[src/qcc_defs.svh]
// Register map, field positions and reset values of the comparator control
`ifndef QCC_DEFS_SVH
`define QCC_DEFS_SVH

// Printed register indices; the APB byte address is four times the index
`define QCC_IDX_CTRL0     8'h94
`define QCC_IDX_CTRL1     8'h95
`define QCC_IDX_CTRL2     8'h96
`define QCC_IDX_CTRL3     8'h97
`define QCC_IDX_AUX       8'h98
`define QCC_IDX_STATUS    8'h99
`define QCC_IDX_MASK      8'h9a
`define QCC_ADDR(idx)     ({2'b00, (idx), 2'b00})

`define QCC_ADDR_W        12
`define QCC_DATA_W        32
`define QCC_NCMP          4
`define QCC_NAMP          3

// Control register fields
`define QCC_CTRL_RESET    8'h00
`define QCC_CTRL_BIT3     3
`define QCC_CTRL_MASK_B3  8'hff
`define QCC_CTRL_MASK_NB3 8'hf7

// Own auxiliary register: clock halving and amplifier connection
`define QCC_AUX_HALVE     0
`define QCC_AUX_AMP_LSB   1
`define QCC_AUX_RESET     4'h0

// Status: flags in [3:0] (write one to clear), results in [7:4]
`define QCC_STAT_RES_LSB  4
`define QCC_FLAG_RESET    4'h0

`define QCC_SYNC_RESET    3'h0
`define QCC_ZERO_WORD     32'h0000_0000

`endif

[src/qcc_pkg.sv]
// Types shared by the comparator control block
package qcc_pkg;

  typedef enum logic [1:0] {
    QCC_SENS_TOGGLE = 2'b00,
    QCC_SENS_RSVD   = 2'b01,
    QCC_SENS_FALL   = 2'b10,
    QCC_SENS_RISE   = 2'b11
  } qcc_sens_t;

  typedef enum logic [2:0] {
    QCC_NEG_REF0    = 3'b000,
    QCC_NEG_REF1    = 3'b001,
    QCC_NEG_REF2    = 3'b010,
    QCC_NEG_REF3    = 3'b011,
    QCC_NEG_BANDGAP = 3'b100,
    QCC_NEG_DAC     = 3'b101,
    QCC_NEG_EXT_PIN = 3'b110,
    QCC_NEG_RSVD    = 3'b111
  } qcc_neg_t;

  // One comparator control byte as software sees it
  typedef struct packed {
    logic      cmp_enable;
    logic      cmp_irq_enable;
    qcc_sens_t irq_sensitivity;
    logic      ctrl_bit3;
    qcc_neg_t  neg_input_select;
  } qcc_ctrl_t;

  // Result and edge pulses of one comparator
  typedef struct packed {
    logic cmp_result;
    logic rise;
    logic fall;
    logic event_hit;
  } qcc_evt_t;

endpackage

[src/qcc_top.sv]
// Quad comparator control: registers, comparator clocking, flags, capture
// Summary of operation
// - Result bit is high when positive input exceeds selected negative input.
// - A new result is sampled each comparator clock, I/O clock or half.
// - Each of the four comparators has its own interrupt request.
// - Sensitivity 00 toggle, 01 reserved, 10 falling edge, 11 rising edge.
// - Control bit 7 switches the comparator on, zero switches it off.
// - Control bit 6 gates the comparator interrupt request to the processor.
// - Negative select: 000-011 references, 100 bandgap, 101 DAC, 110 pin.
// - Comparator 0 control bit 3 picks PLL clock, else the I/O clock.
// - Comparator 1 bit 3 routes its output into the timer capture input.
// - Routed capture uses rising edge when edge select is one, else falling.
// - Capture interrupt from a comparator needs the timer capture mask set.
// - With routing off the comparator is disconnected from timer capture.
// - Each interrupt flag is offered as ADC and DAC start trigger.
// - Amplifier connect feeds positive input and clock from that amplifier.
// - Control registers of comparators 0 to 3 reset to zero.
// - Flag is set when the output gives the selected sensitivity event.
// - Flag clears on vector execution with interrupt enabled, or write one.
//
// The APB interface to the registers was chosen for this implementation.
`timescale 1ns/1ns
`include "qcc_defs.svh"

module qcc_top (
  // Clock, reset, clock enable
  input  wire logic                           mclk,
  input  wire logic                           rst_n,
  input  wire logic                           ce,
  // APB slave
  input  wire logic                           psel,
  input  wire logic                           penable,
  input  wire logic                           pwrite,
  input  wire logic [`QCC_ADDR_W-1:0]         paddr,
  input  wire logic [`QCC_DATA_W-1:0]         pwdata,
  output logic      [`QCC_DATA_W-1:0]         prdata,
  output logic                                pready,
  output logic                                pslverr,
  // Analog comparator cores
  input  wire logic [`QCC_NCMP-1:0]           cmp_raw,
  input  wire logic                           pll_clk,
  input  wire logic [`QCC_NAMP-1:0]           amp_clk,
  output qcc_pkg::qcc_ctrl_t [`QCC_NCMP-1:0]  cmp_ctrl,
  output logic      [`QCC_NAMP-1:0]           amplifier_connect,
  output logic      [`QCC_NCMP-1:0]           cmp_sample,
  output logic      [`QCC_NCMP-1:0]           cmp_result,
  // Timer capture front end
  input  wire logic                           capture_edge_select,
  input  wire logic                           capture_irq_mask,
  output logic                                capture_in,
  output logic                                capture_event,
  output logic                                capture_irq,
  // Interrupt controller and converter triggers
  input  wire logic [`QCC_NCMP-1:0]           irq_ack,
  output logic      [`QCC_NCMP-1:0]           cmp_irq,
  output logic      [`QCC_NCMP-1:0]           cmp_irq_flag,
  output logic                                irq
);

  qcc_pkg::qcc_ctrl_t [`QCC_NCMP-1:0] ctrl_ff;
  qcc_pkg::qcc_ctrl_t [`QCC_NCMP-1:0] nxt_ctrl;
  qcc_pkg::qcc_evt_t  [`QCC_NCMP-1:0] evt;
  logic [`QCC_NAMP:0]                 aux_ff;
  logic [`QCC_NAMP:0]                 nxt_aux;
  logic [`QCC_NCMP-1:0]               flag_ff;
  logic [`QCC_NCMP-1:0]               nxt_flag;
  logic [`QCC_NCMP-1:0]               mask_ff;
  logic [`QCC_NCMP-1:0]               nxt_mask;
  logic [`QCC_NCMP-1:0]               flag_clr;
  logic [`QCC_NCMP-1:0]               hit;
  logic [`QCC_NCMP-1:0]               ie_vec;
  logic [`QCC_NCMP-1:0]               sample_vec;
  logic [`QCC_NCMP-1:0]               sample_ff;
  logic [`QCC_NCMP-1:0]               result_ff;
  logic [`QCC_NAMP-1:0]               amp_conn;
  logic [2:0]                         pll_sync_ff;
  logic [2:0]                         amp_sync_ff [`QCC_NAMP];
  logic [`QCC_NAMP-1:0]               amp_tick;
  logic                               pll_tick;
  logic                               half_ff;
  logic                               io_tick;
  logic                               base_tick;
  logic                               wr_en;
  logic                               rd_setup;
  logic [`QCC_DATA_W-1:0]             nxt_rdata;
  logic                               nxt_err;
  logic [`QCC_DATA_W-1:0]             prdata_ff;
  logic                               pready_ff;
  logic                               pslverr_ff;
  logic                               cap_in_ff;
  logic                               cap_evt_ff;
  logic                               cap_irq_ff;
  logic [`QCC_NCMP-1:0]               irq_req_ff;
  logic                               irq_ff;

  // Writes a control byte, keeping bit 3 zero where it has no meaning
  function automatic qcc_pkg::qcc_ctrl_t ctrl_load(
    input logic [7:0] wdata,
    input logic [7:0] keep);
    return qcc_pkg::qcc_ctrl_t'(wdata & keep);
  endfunction

  function automatic logic addr_is(input logic [`QCC_ADDR_W-1:0] a,
                                   input logic [7:0] idx);
    return a == `QCC_ADDR(idx);
  endfunction

  // ---------------- APB ----------------
  // Zero wait states: the access phase always completes at its first edge
  assign rd_setup = psel & ~penable;
  assign wr_en    = psel & penable & pready_ff & pwrite;

  always_comb
  begin
    nxt_rdata = `QCC_ZERO_WORD;
    nxt_err   = 1'b0;
    if (addr_is(paddr, `QCC_IDX_CTRL0))
      nxt_rdata[7:0] = ctrl_ff[0];
    else if (addr_is(paddr, `QCC_IDX_CTRL1))
      nxt_rdata[7:0] = ctrl_ff[1];
    else if (addr_is(paddr, `QCC_IDX_CTRL2))
      nxt_rdata[7:0] = ctrl_ff[2];
    else if (addr_is(paddr, `QCC_IDX_CTRL3))
      nxt_rdata[7:0] = ctrl_ff[3];
    else if (addr_is(paddr, `QCC_IDX_AUX))
      nxt_rdata[`QCC_NAMP:0] = aux_ff;
    else if (addr_is(paddr, `QCC_IDX_STATUS))
      nxt_rdata[7:0] = {result_ff, flag_ff};
    else if (addr_is(paddr, `QCC_IDX_MASK))
      nxt_rdata[`QCC_NCMP-1:0] = mask_ff;
    else
      nxt_err = 1'b1;
  end

  always_ff @(posedge mclk)
  begin
    if (!rst_n)
    begin
      prdata_ff  <= `QCC_ZERO_WORD;
      pready_ff  <= 1'b0;
      pslverr_ff <= 1'b0;
    end
    else if (ce)
    begin
      pready_ff  <= rd_setup;
      pslverr_ff <= rd_setup & nxt_err;
      if (rd_setup && !pwrite)
        prdata_ff <= nxt_rdata;
    end
  end

  // ---------------- Control registers ----------------
  always_comb
  begin
    nxt_ctrl = ctrl_ff;
    nxt_aux  = aux_ff;
    nxt_mask = mask_ff;
    if (wr_en)
    begin
      if (addr_is(paddr, `QCC_IDX_CTRL0))
        nxt_ctrl[0] = ctrl_load(pwdata[7:0], `QCC_CTRL_MASK_B3);
      if (addr_is(paddr, `QCC_IDX_CTRL1))
        nxt_ctrl[1] = ctrl_load(pwdata[7:0], `QCC_CTRL_MASK_B3);
      if (addr_is(paddr, `QCC_IDX_CTRL2))
        nxt_ctrl[2] = ctrl_load(pwdata[7:0], `QCC_CTRL_MASK_NB3);
      if (addr_is(paddr, `QCC_IDX_CTRL3))
        nxt_ctrl[3] = ctrl_load(pwdata[7:0], `QCC_CTRL_MASK_NB3);
      if (addr_is(paddr, `QCC_IDX_AUX))
        nxt_aux = pwdata[`QCC_NAMP:0];
      if (addr_is(paddr, `QCC_IDX_MASK))
        nxt_mask = pwdata[`QCC_NCMP-1:0];
    end
  end

  always_ff @(posedge mclk)
  begin
    if (!rst_n)
    begin
      for (int i = 0; i < `QCC_NCMP; i++)
        ctrl_ff[i] <= qcc_pkg::qcc_ctrl_t'(`QCC_CTRL_RESET);
      aux_ff  <= `QCC_AUX_RESET;
      mask_ff <= `QCC_FLAG_RESET;
    end
    else if (ce)
    begin
      ctrl_ff <= nxt_ctrl;
      aux_ff  <= nxt_aux;
      mask_ff <= nxt_mask;
    end
  end

  assign amp_conn = aux_ff[`QCC_AUX_AMP_LSB +: `QCC_NAMP];

  // ---------------- Comparator clocking ----------------
  // PLL and amplifier clocks come from other domains; their falling edges
  // are seen through a three-stage chain, the first stage unread elsewhere
  always_ff @(posedge mclk)
  begin
    if (!rst_n)
    begin
      pll_sync_ff <= `QCC_SYNC_RESET;
      for (int i = 0; i < `QCC_NAMP; i++)
        amp_sync_ff[i] <= `QCC_SYNC_RESET;
    end
    else if (ce)
    begin
      pll_sync_ff <= {pll_sync_ff[1:0], pll_clk};
      for (int i = 0; i < `QCC_NAMP; i++)
        amp_sync_ff[i] <= {amp_sync_ff[i][1:0], amp_clk[i]};
    end
  end

  assign pll_tick = pll_sync_ff[2] & ~pll_sync_ff[1];

  always_comb
  begin
    for (int i = 0; i < `QCC_NAMP; i++)
      amp_tick[i] = amp_sync_ff[i][2] & ~amp_sync_ff[i][1];
  end

  // I/O clock halving alternates the comparison strobe
  always_ff @(posedge mclk)
  begin
    if (!rst_n)
      half_ff <= 1'b0;
    else if (ce)
      half_ff <= ~half_ff;
  end

  assign io_tick   = aux_ff[`QCC_AUX_HALVE] ? half_ff : 1'b1;
  assign base_tick = ctrl_ff[0].ctrl_bit3 ? pll_tick : io_tick;

  always_comb
  begin
    sample_vec = {`QCC_NCMP{base_tick}};
    for (int i = 0; i < `QCC_NAMP; i++)
      if (amp_conn[i])
        sample_vec[i] = amp_tick[i];
  end

  // ---------------- Per comparator sampling and events ----------------
  for (genvar g = 0; g < `QCC_NCMP; g++)
  begin : g_cmp
    qcc_event u_event (
      .mclk    (mclk),
      .rst_n   (rst_n),
      .ce      (ce),
      .sample  (sample_vec[g]),
      .ctrl    (ctrl_ff[g]),
      .cmp_raw (cmp_raw[g]),
      .evt     (evt[g])
    );
    assign hit[g]       = evt[g].event_hit;
    assign result_ff[g] = evt[g].cmp_result;
    assign ie_vec[g]    = nxt_ctrl[g].cmp_irq_enable;
  end

  // ---------------- Flags and interrupts ----------------
  // Clears come from software ones or from a serviced vector
  always_comb
  begin
    flag_clr = irq_ack & {ctrl_ff[3].cmp_irq_enable,
                          ctrl_ff[2].cmp_irq_enable,
                          ctrl_ff[1].cmp_irq_enable,
                          ctrl_ff[0].cmp_irq_enable};
    if (wr_en && addr_is(paddr, `QCC_IDX_STATUS))
      flag_clr = flag_clr | pwdata[`QCC_NCMP-1:0];
    // A new event in the clearing cycle wins
    nxt_flag = (flag_ff & ~flag_clr) | hit;
  end

  always_ff @(posedge mclk)
  begin
    if (!rst_n)
    begin
      flag_ff    <= `QCC_FLAG_RESET;
      irq_req_ff <= `QCC_FLAG_RESET;
      irq_ff     <= 1'b0;
    end
    else if (ce)
    begin
      flag_ff    <= nxt_flag;
      irq_req_ff <= nxt_flag & ie_vec;
      irq_ff     <= |(nxt_flag & nxt_mask);
    end
  end

  // ---------------- Timer capture routing ----------------
  always_ff @(posedge mclk)
  begin
    if (!rst_n)
    begin
      cap_in_ff  <= 1'b0;
      cap_evt_ff <= 1'b0;
      cap_irq_ff <= 1'b0;
      sample_ff  <= `QCC_FLAG_RESET;
    end
    else if (ce)
    begin
      sample_ff  <= sample_vec;
      // Route off holds the capture input low, so no edge reaches it
      cap_in_ff  <= ctrl_ff[1].ctrl_bit3 & evt[1].cmp_result;
      cap_evt_ff <= ctrl_ff[1].ctrl_bit3 &
                    (capture_edge_select ? evt[1].rise
                                         : evt[1].fall);
      cap_irq_ff <= ctrl_ff[1].ctrl_bit3 & capture_irq_mask &
                    (capture_edge_select ? evt[1].rise
                                         : evt[1].fall);
    end
  end

  // ---------------- Outputs ----------------
  assign prdata            = prdata_ff;
  assign pready            = pready_ff;
  assign pslverr           = pslverr_ff;
  assign cmp_ctrl          = ctrl_ff;
  assign amplifier_connect = amp_conn;
  assign cmp_sample        = sample_ff;
  assign cmp_result        = result_ff;
  assign capture_in        = cap_in_ff;
  assign capture_event     = cap_evt_ff;
  assign capture_irq       = cap_irq_ff;
  assign cmp_irq           = irq_req_ff;
  assign cmp_irq_flag      = flag_ff;
  assign irq               = irq_ff;

endmodule

[src/qcc_event.sv]
// One comparator: pin synchroniser, clocked result sampling, event decode
`timescale 1ns/1ns
`include "qcc_defs.svh"

module qcc_event (
  // Clock, reset, enable
  input  wire logic               mclk,
  input  wire logic               rst_n,
  input  wire logic               ce,
  // Control
  input  wire logic               sample,
  input  wire qcc_pkg::qcc_ctrl_t ctrl,
  // Raw comparator output from the analog core
  input  wire logic               cmp_raw,
  // Sampled result and pulses
  output qcc_pkg::qcc_evt_t       evt
);

  logic              sync1_ff;
  logic              sync2_ff;
  logic              res_ff;
  logic              rise_ff;
  logic              fall_ff;
  logic              hit_ff;
  logic              nxt_res;

  function automatic logic sens_hit(input qcc_pkg::qcc_sens_t s,
                                    input logic now_v,
                                    input logic old_v);
    logic r;
    r = 1'b0;
    unique case (s)
      qcc_pkg::QCC_SENS_TOGGLE: r = now_v ^ old_v;
      qcc_pkg::QCC_SENS_RSVD:   r = 1'b0;
      qcc_pkg::QCC_SENS_FALL:   r = old_v & ~now_v;
      qcc_pkg::QCC_SENS_RISE:   r = now_v & ~old_v;
    endcase
    return r;
  endfunction

  // Raw output is asynchronous to mclk
  always_ff @(posedge mclk)
  begin
    if (!rst_n)
    begin
      sync1_ff <= 1'b0;
      sync2_ff <= 1'b0;
    end
    else if (ce)
    begin
      sync1_ff <= cmp_raw;
      sync2_ff <= sync1_ff;
    end
  end

  // A disabled comparator reads low
  assign nxt_res = ctrl.cmp_enable & sync2_ff;

  always_ff @(posedge mclk)
  begin
    if (!rst_n)
    begin
      res_ff  <= 1'b0;
      rise_ff <= 1'b0;
      fall_ff <= 1'b0;
      hit_ff  <= 1'b0;
    end
    else if (ce)
    begin
      rise_ff <= 1'b0;
      fall_ff <= 1'b0;
      hit_ff  <= 1'b0;
      if (sample)
      begin
        res_ff  <= nxt_res;
        rise_ff <= nxt_res & ~res_ff;
        fall_ff <= res_ff & ~nxt_res;
        // Disabling pulls the result low; that fall is no event
        hit_ff  <= ctrl.cmp_enable &
                   sens_hit(ctrl.irq_sensitivity, nxt_res, res_ff);
      end
      // A slow strobe must not leave a stale high on a disabled core
      else if (!ctrl.cmp_enable)
        res_ff  <= 1'b0;
    end
  end

  assign evt = '{cmp_result: res_ff, rise: rise_ff, fall: fall_ff,
                 event_hit: hit_ff};

endmodule

[config.mk]
export PLATFORM = sky130hd
export DESIGN_NAME = qcc_top
export DESIGN_NICKNAME = d
export VERILOG_FILES = /design/src/qcc_pkg.sv /design/src/qcc_top.sv /design/src/qcc_event.sv
export VERILOG_INCLUDE_DIRS = /design/src /design/src/src
export SDC_FILE = /design/constraint.sdc
export NUM_CORES = 1
export LEC_CHECK = 0
export BUFFER_PORTS_ARGS = -buffer_cell sky130_fd_sc_hd__buf_2
export CORE_UTILIZATION = 56
export DETAILED_ROUTE_END_ITERATION = 8
export PLACE_DENSITY = 0.91
export SETUP_SLACK_MARGIN = 0.05
export SYNTH_ARGS = -nofsm -noshare
export SYNTH_HDL_FRONTEND = slang
export SYNTH_SLANG_ARGS = --single-unit
[constraint.sdc]
create_clock -name mclk -period 4.1 [get_ports mclk]
set_input_delay 0.82 -clock mclk [delete_from_list [all_inputs] [get_ports mclk]]
set_output_delay 0.82 -clock mclk [all_outputs]
set_load 0.02 [all_outputs]
# Word level (Yosys, flattened, before mapping)
# Memory sizes are Yosys's and may differ from the RTL's.
# Index checks and enable logic that the tools add are counted.
# op_classes
muxes,67
eq_ne,23
bitwise_logic,57
reduce_logical,18
# op_table
cell,count
$eq A12 B10 Y1 const B,7
$mux W8,7
$mux W1,43
$mux W4,8
$mux W31,1
$and A1 B1 Y1,29
$and A4 B4 Y4,4
$eq A2 B2 Y1 const B,8
$pmux W1 S4,4
$reduce_and A3 Y1,5
$not A1 Y1,14
$reduce_and A2 Y1,5
$mux W3,3
$eq A2 B1 Y1 const B,4
$logic_not A2 Y1,4
$ne A2 B1 Y1 const B,4
$or A4 B4 Y4,2
$mux W7,1
$not A4 Y4,1
$reduce_or A4 Y1,1
$xor A1 B1 Y1,4
$or A1 B1 Y1,3
$logic_and A1 B1 Y1,2
$logic_not A1 Y1,1
# word_totals
mem_bits_rw,9
regBits,86
memories,1
in_bits,64
elab_cells,216
out_inout_bits,89
# mem_list
memory,depth,width,read_ports,rd_clocked_by_memory_dff,wr,line,text
amp_sync_ff,3,3,3,0,3,qcc_top.sv:77,logic [2:0] amp_sync_ff [`QCC_NAMP];

# Longest topological paths before layout
# logic_depth
ltp_word,10
ltp_mapped,7
depth_no_buf,7

# Cells and area by module
# From an unflattened synthesis, not the netlist that was laid out.
# hier_totals
cells_unflattened,582
hier_area_um2,5371.4
# by_module_without_submodules
module,cells_per_inst,area_each_um2,n_inst,seq_area_each_um2
qcc_top,434,4030.1,1,1631.6
qcc_event,37,335.3,4,120.1

# Worst setup path before layout
# Ideal clock, no wire load.
# synth_timing
path_kind,input port to flip-flop
startpoint,in paddr[1]
endpoint,reg ctrl_ff (netlist bit cmp_ctrl[3])
slack_ps,1820
required_time_ps,3984
n_path_buf,2
arrival_time_ps,2164
path_stages,7
cell_sequence,buf_6 > nor4_4 > and4_2 > nor2b_1 > buf_4 > mux2i_1 > nor2b_1
# synth_via
elab_chain_cells,2
# synth_lines
element,line,text
"start, declared",qcc_top.sv:34,"input wire logic [`QCC_ADDR_W-1:0] paddr,"
$eq A12 B10 Y1 (no source line),n/a,
$reduce_and A3 Y1 (no source line),n/a,
"end signal, assigned by index",qcc_top.sv:180,ctrl_ff[i] <= qcc_pkg::qcc_ctrl_t'(`QCC_CTRL_RESET);
"end signal, assigned",qcc_top.sv:186,ctrl_ff <= nxt_ctrl;
"end, declared",qcc_top.sv:60,qcc_pkg::qcc_ctrl_t [`QCC_NCMP-1:0] ctrl_ff;
# Every way passes these cells.
# A chain may end at the register's enable or synchronous reset.

# Worst setup path after layout
# layout_timing
startpoint,in paddr[11]
endpoint,reg ctrl_ff (netlist bit cmp_ctrl[5])
# Same word-level chain as after synthesis.

==> impl_metrics.env <==
export IMPL_run_status="complete, but fails checks"
export IMPL_failing_checks="DRC"
export IMPL_final_common_cell="buf_2"
export IMPL_insertedDiodeCount=0
export IMPL_crit_path_start_kind="input port"
export IMPL_netlist_area_pre_place_um2=5140
export IMPL_power_leakage_nw=2.408
export IMPL_port_buffers=102
export IMPL_cts_setup_buffers=0
export IMPL_avgSynthCellArea_um2=9.162
export IMPL_num_io_pins=153
export IMPL_worst_hold_path_type="flip-flop to flip-flop"
export IMPL_ratio_of_final_minimum_period_to_clock_period_pct=68.42
export IMPL_drt_pass1_iter_count=9
export IMPL_critPathKind="input port to flip-flop"
export IMPL_p_total_w=0.001730
export IMPL_achievable_frequency_mhz=356.5
export IMPL_gr_usage_all_layers_pct=28.86
export IMPL_synth_largest_type_area_fraction_pct=33.50
export IMPL_drt_antenna_violating_nets=0
export IMPL_cts_resized_gates=0
export IMPL_viasPerCell=6.013
export IMPL_dr_total_vias=4498
export IMPL_max_slew_worst_pin_slew_ps=1018
export IMPL_grt_antenna_before_repair=0
export IMPL_totalWireLength_um=13670
export IMPL_drtIter0Drc=441
export IMPL_synthDominantAreaCellType="dfxtp_1"
export IMPL_worstPathMaxFanout=7
export IMPL_slew_hr_pct=31.98
export IMPL_finalSetupTns_ps=0
export IMPL_largest_net_degree_at_the_start_of_global_routing=46
export IMPL_placeableCoreArea_um2=8806
export IMPL_synth_flop_cell="dfxtp_1"
export IMPL_worst_skew_pair_latency_ps=370
export IMPL_tritoncts_num_buffers=9
export IMPL_fin_nets=707
export IMPL_clk_root_buffer_cell="clkbuf_8"
export IMPL_grt_first_pass_wirelength_um=21760
export IMPL_synth_edff_count=9
export IMPL_area_growth_pct=10.49
export IMPL_post_drt_wl_per_cell_um=18.27
export IMPL_max_clock_path_buffers=2
export IMPL_crit_arrival_ps=3070
export IMPL_cts_clk_slew_worst_paths_ps=100
export IMPL_tritoncts="built"
export IMPL_routing_usage_on_met2_pct=45.50
export IMPL_dpl_hpwl_um=9845
export IMPL_initial_utilization_pct=58.37
export IMPL_die_area_um2=9566
export IMPL_syn_instance_count=561
export IMPL_overflow=0
export IMPL_core_rowCount=34
export IMPL_htree_num_levels=3
export IMPL_grt_busiest_layer="met2"
export IMPL_p_per_area_nw_per_um2=304.6
export IMPL_synth_seq_area_share_pct=38.75
export IMPL_groute_layer_met3_usage_pct=4.510
export IMPL_hold_viol_final=0
export IMPL_rsz0062_at_grt="false"
export IMPL_setup_violations_final=0
export IMPL_yosys_warnings=0
export IMPL_die_w_um=97.81
export IMPL_proportion_of_layout_cells_with_a_drive_suffix_above_1_pct=22.50
export IMPL_final_min_clock_period_ps=2805
export IMPL_hold_buffers=0
export IMPL_critPathRequiredTime_ps=4370
export IMPL_use_met1_pct=38.97
export IMPL_sink_count_of_the_clock_tree=95
export IMPL_synth_area_leaders="dfxtp_1, mux2i_1, nor2b_1"
export IMPL_critical_path_endpoint_type="flip-flop"
export IMPL_timing_max_cap_violations=0
export IMPL_final_weighted_congestion_in_routability_driven_placement=0.8923
export IMPL_final_setup_skew_ps=7.185
export IMPL_ys_seq_elements=95
export IMPL_slew_violations=0
export IMPL_vias_in_the_first_global_route=4202
export IMPL_commonest_cells_after_routing_fill_and_taps_aside="buf_2, dfxtp_1, nand2_1, nor2b_1, mux2i_1"
export IMPL_drc=22
export IMPL_die_height_um=97.81
export IMPL_vdd_ir_drop_worst_mv=0.2446
export IMPL_synth_distinct_cells=63
export IMPL_ys_async_sr_fraction_pct=0
[per-layer routing]
metal / up-vias / routed length (um)
met5: - / 0
met4: 0 / 465
met3: 44 / 1230
met2: 261 / 6226
met1: 2112 / 5747
li1: 2081 / -
[critical path: stages]
cell and delay, ps:
buf_2 120, nor4_4 520, and4_2 410, nor2b_1 830, mux2i_1 290, nor2b_1 70
[through the flow]
| stage | instance area, um^2 | hold WS [ps] | setup WS, ps | cells | util, % |
|---|---|---|---|---|---|
| floorplan | 5234 | 448.6 | 1820 | 586 | - |
| global placement | 5502 | 432.1 | 1027 | 732 | 62.48 |
| detailed placement | 5502 | 439.0 | 938.5 | 732 | 62.48 |
| CTS | 5679 | 462.7 | 1328 | 748 | 64.49 |
| global route | 5679 | 476.6 | 1217 | 748 | 64.49 |
| finish | 5679 | 464.7 | 1295 | 748 | 64.49 |
[power by group]
group | internal, W | switching [W] | total, W
combinational | 0.0000591 | 0.000120 | 0.000179
clock | 0.000230 | 0.000352 | 0.000582
sequential | 0.000956 | 0.0000127 | 0.000969
total | 0.00125 | 0.000485 | 0.00173
[registers in the layout (all words and copies together), names as in the netlist, 4 cells and up]
signal / flops
cmp_sample: 4
aux_ff: 4
cmp_ctrl: 30
g_cmp.u_event.sync2_ff: 4
g_cmp.u_event.sync1_ff: 4
mask_ff: 4
cmp_irq_flag: 4
g_cmp.u_event.res_ff: 4
prdata: 8
cmp_irq: 4
amp_sync_ff: 9
g_cmp.u_event.hit_ff: 4
[cell families (layout without fill, tap and decap cells)]
kind of cell	count (synthesis)	count (layout)	synth area share, %
buffers and inverters	90	144	9.542
multiplexers	53	53	10.47
AND/OR/NAND/NOR	193	193	22.54
XOR/XNOR	1	1	0.1704
flip-flops	95	95	38.75
other	1	26	0.07296
AO/OA/AOI/OAI	120	120	16.50
adder cells (fa/ha/maj)	8	8	1.947
[layout make-up]
cell class,count,area (um^2)
Clock inverter,6,50.05
Inverter,22,82.58
Sequential cell,95,1992
Fill cell,738,3127
Multi-Input combinational cell,401,2751
Clock buffer,10,127.6
Tap cell,108,135.1
Timing Repair Buffer,106,540.5
[synth_stat cells (4+ instances only)]
master    count
a21boi_0     17
buf_2         5
and2_1        6
clkbuf_1     21
nor2_1       10
o31ai_1       5
nor4_1        4
a22o_1        4
edfxtp_1      9
inv_1        21
and3_1       11
mux2i_1      47
nand3_1      22
a32o_1        6
o32a_1        4
a21o_1       10
a21oi_1      30
buf_1         4
o21ai_0      11
buf_4        37
mux2_2        6
nor2b_1      52
dfxtp_1      86
nand2_1      55
nor3_1        4
o22ai_1      10
o211a_1       4
ha_1          8
[final timing paths]
| kind | startpoint | endpoint | slack [ps] | cells after the start |
|---|---|---|---|---|
| max | paddr[11] | cmp_ctrl[5] | 1290 | 6 |
| min | cmp_irq[3] | cmp_irq[3] | 460 | 2 |
| max reg2reg | pready | cmp_ctrl[5] | 1840 | 5 |
| min reg2reg | cmp_irq[3] | cmp_irq[3] | 460 | 2 |
No activity file was read; power rests on OpenSTA's default activity.
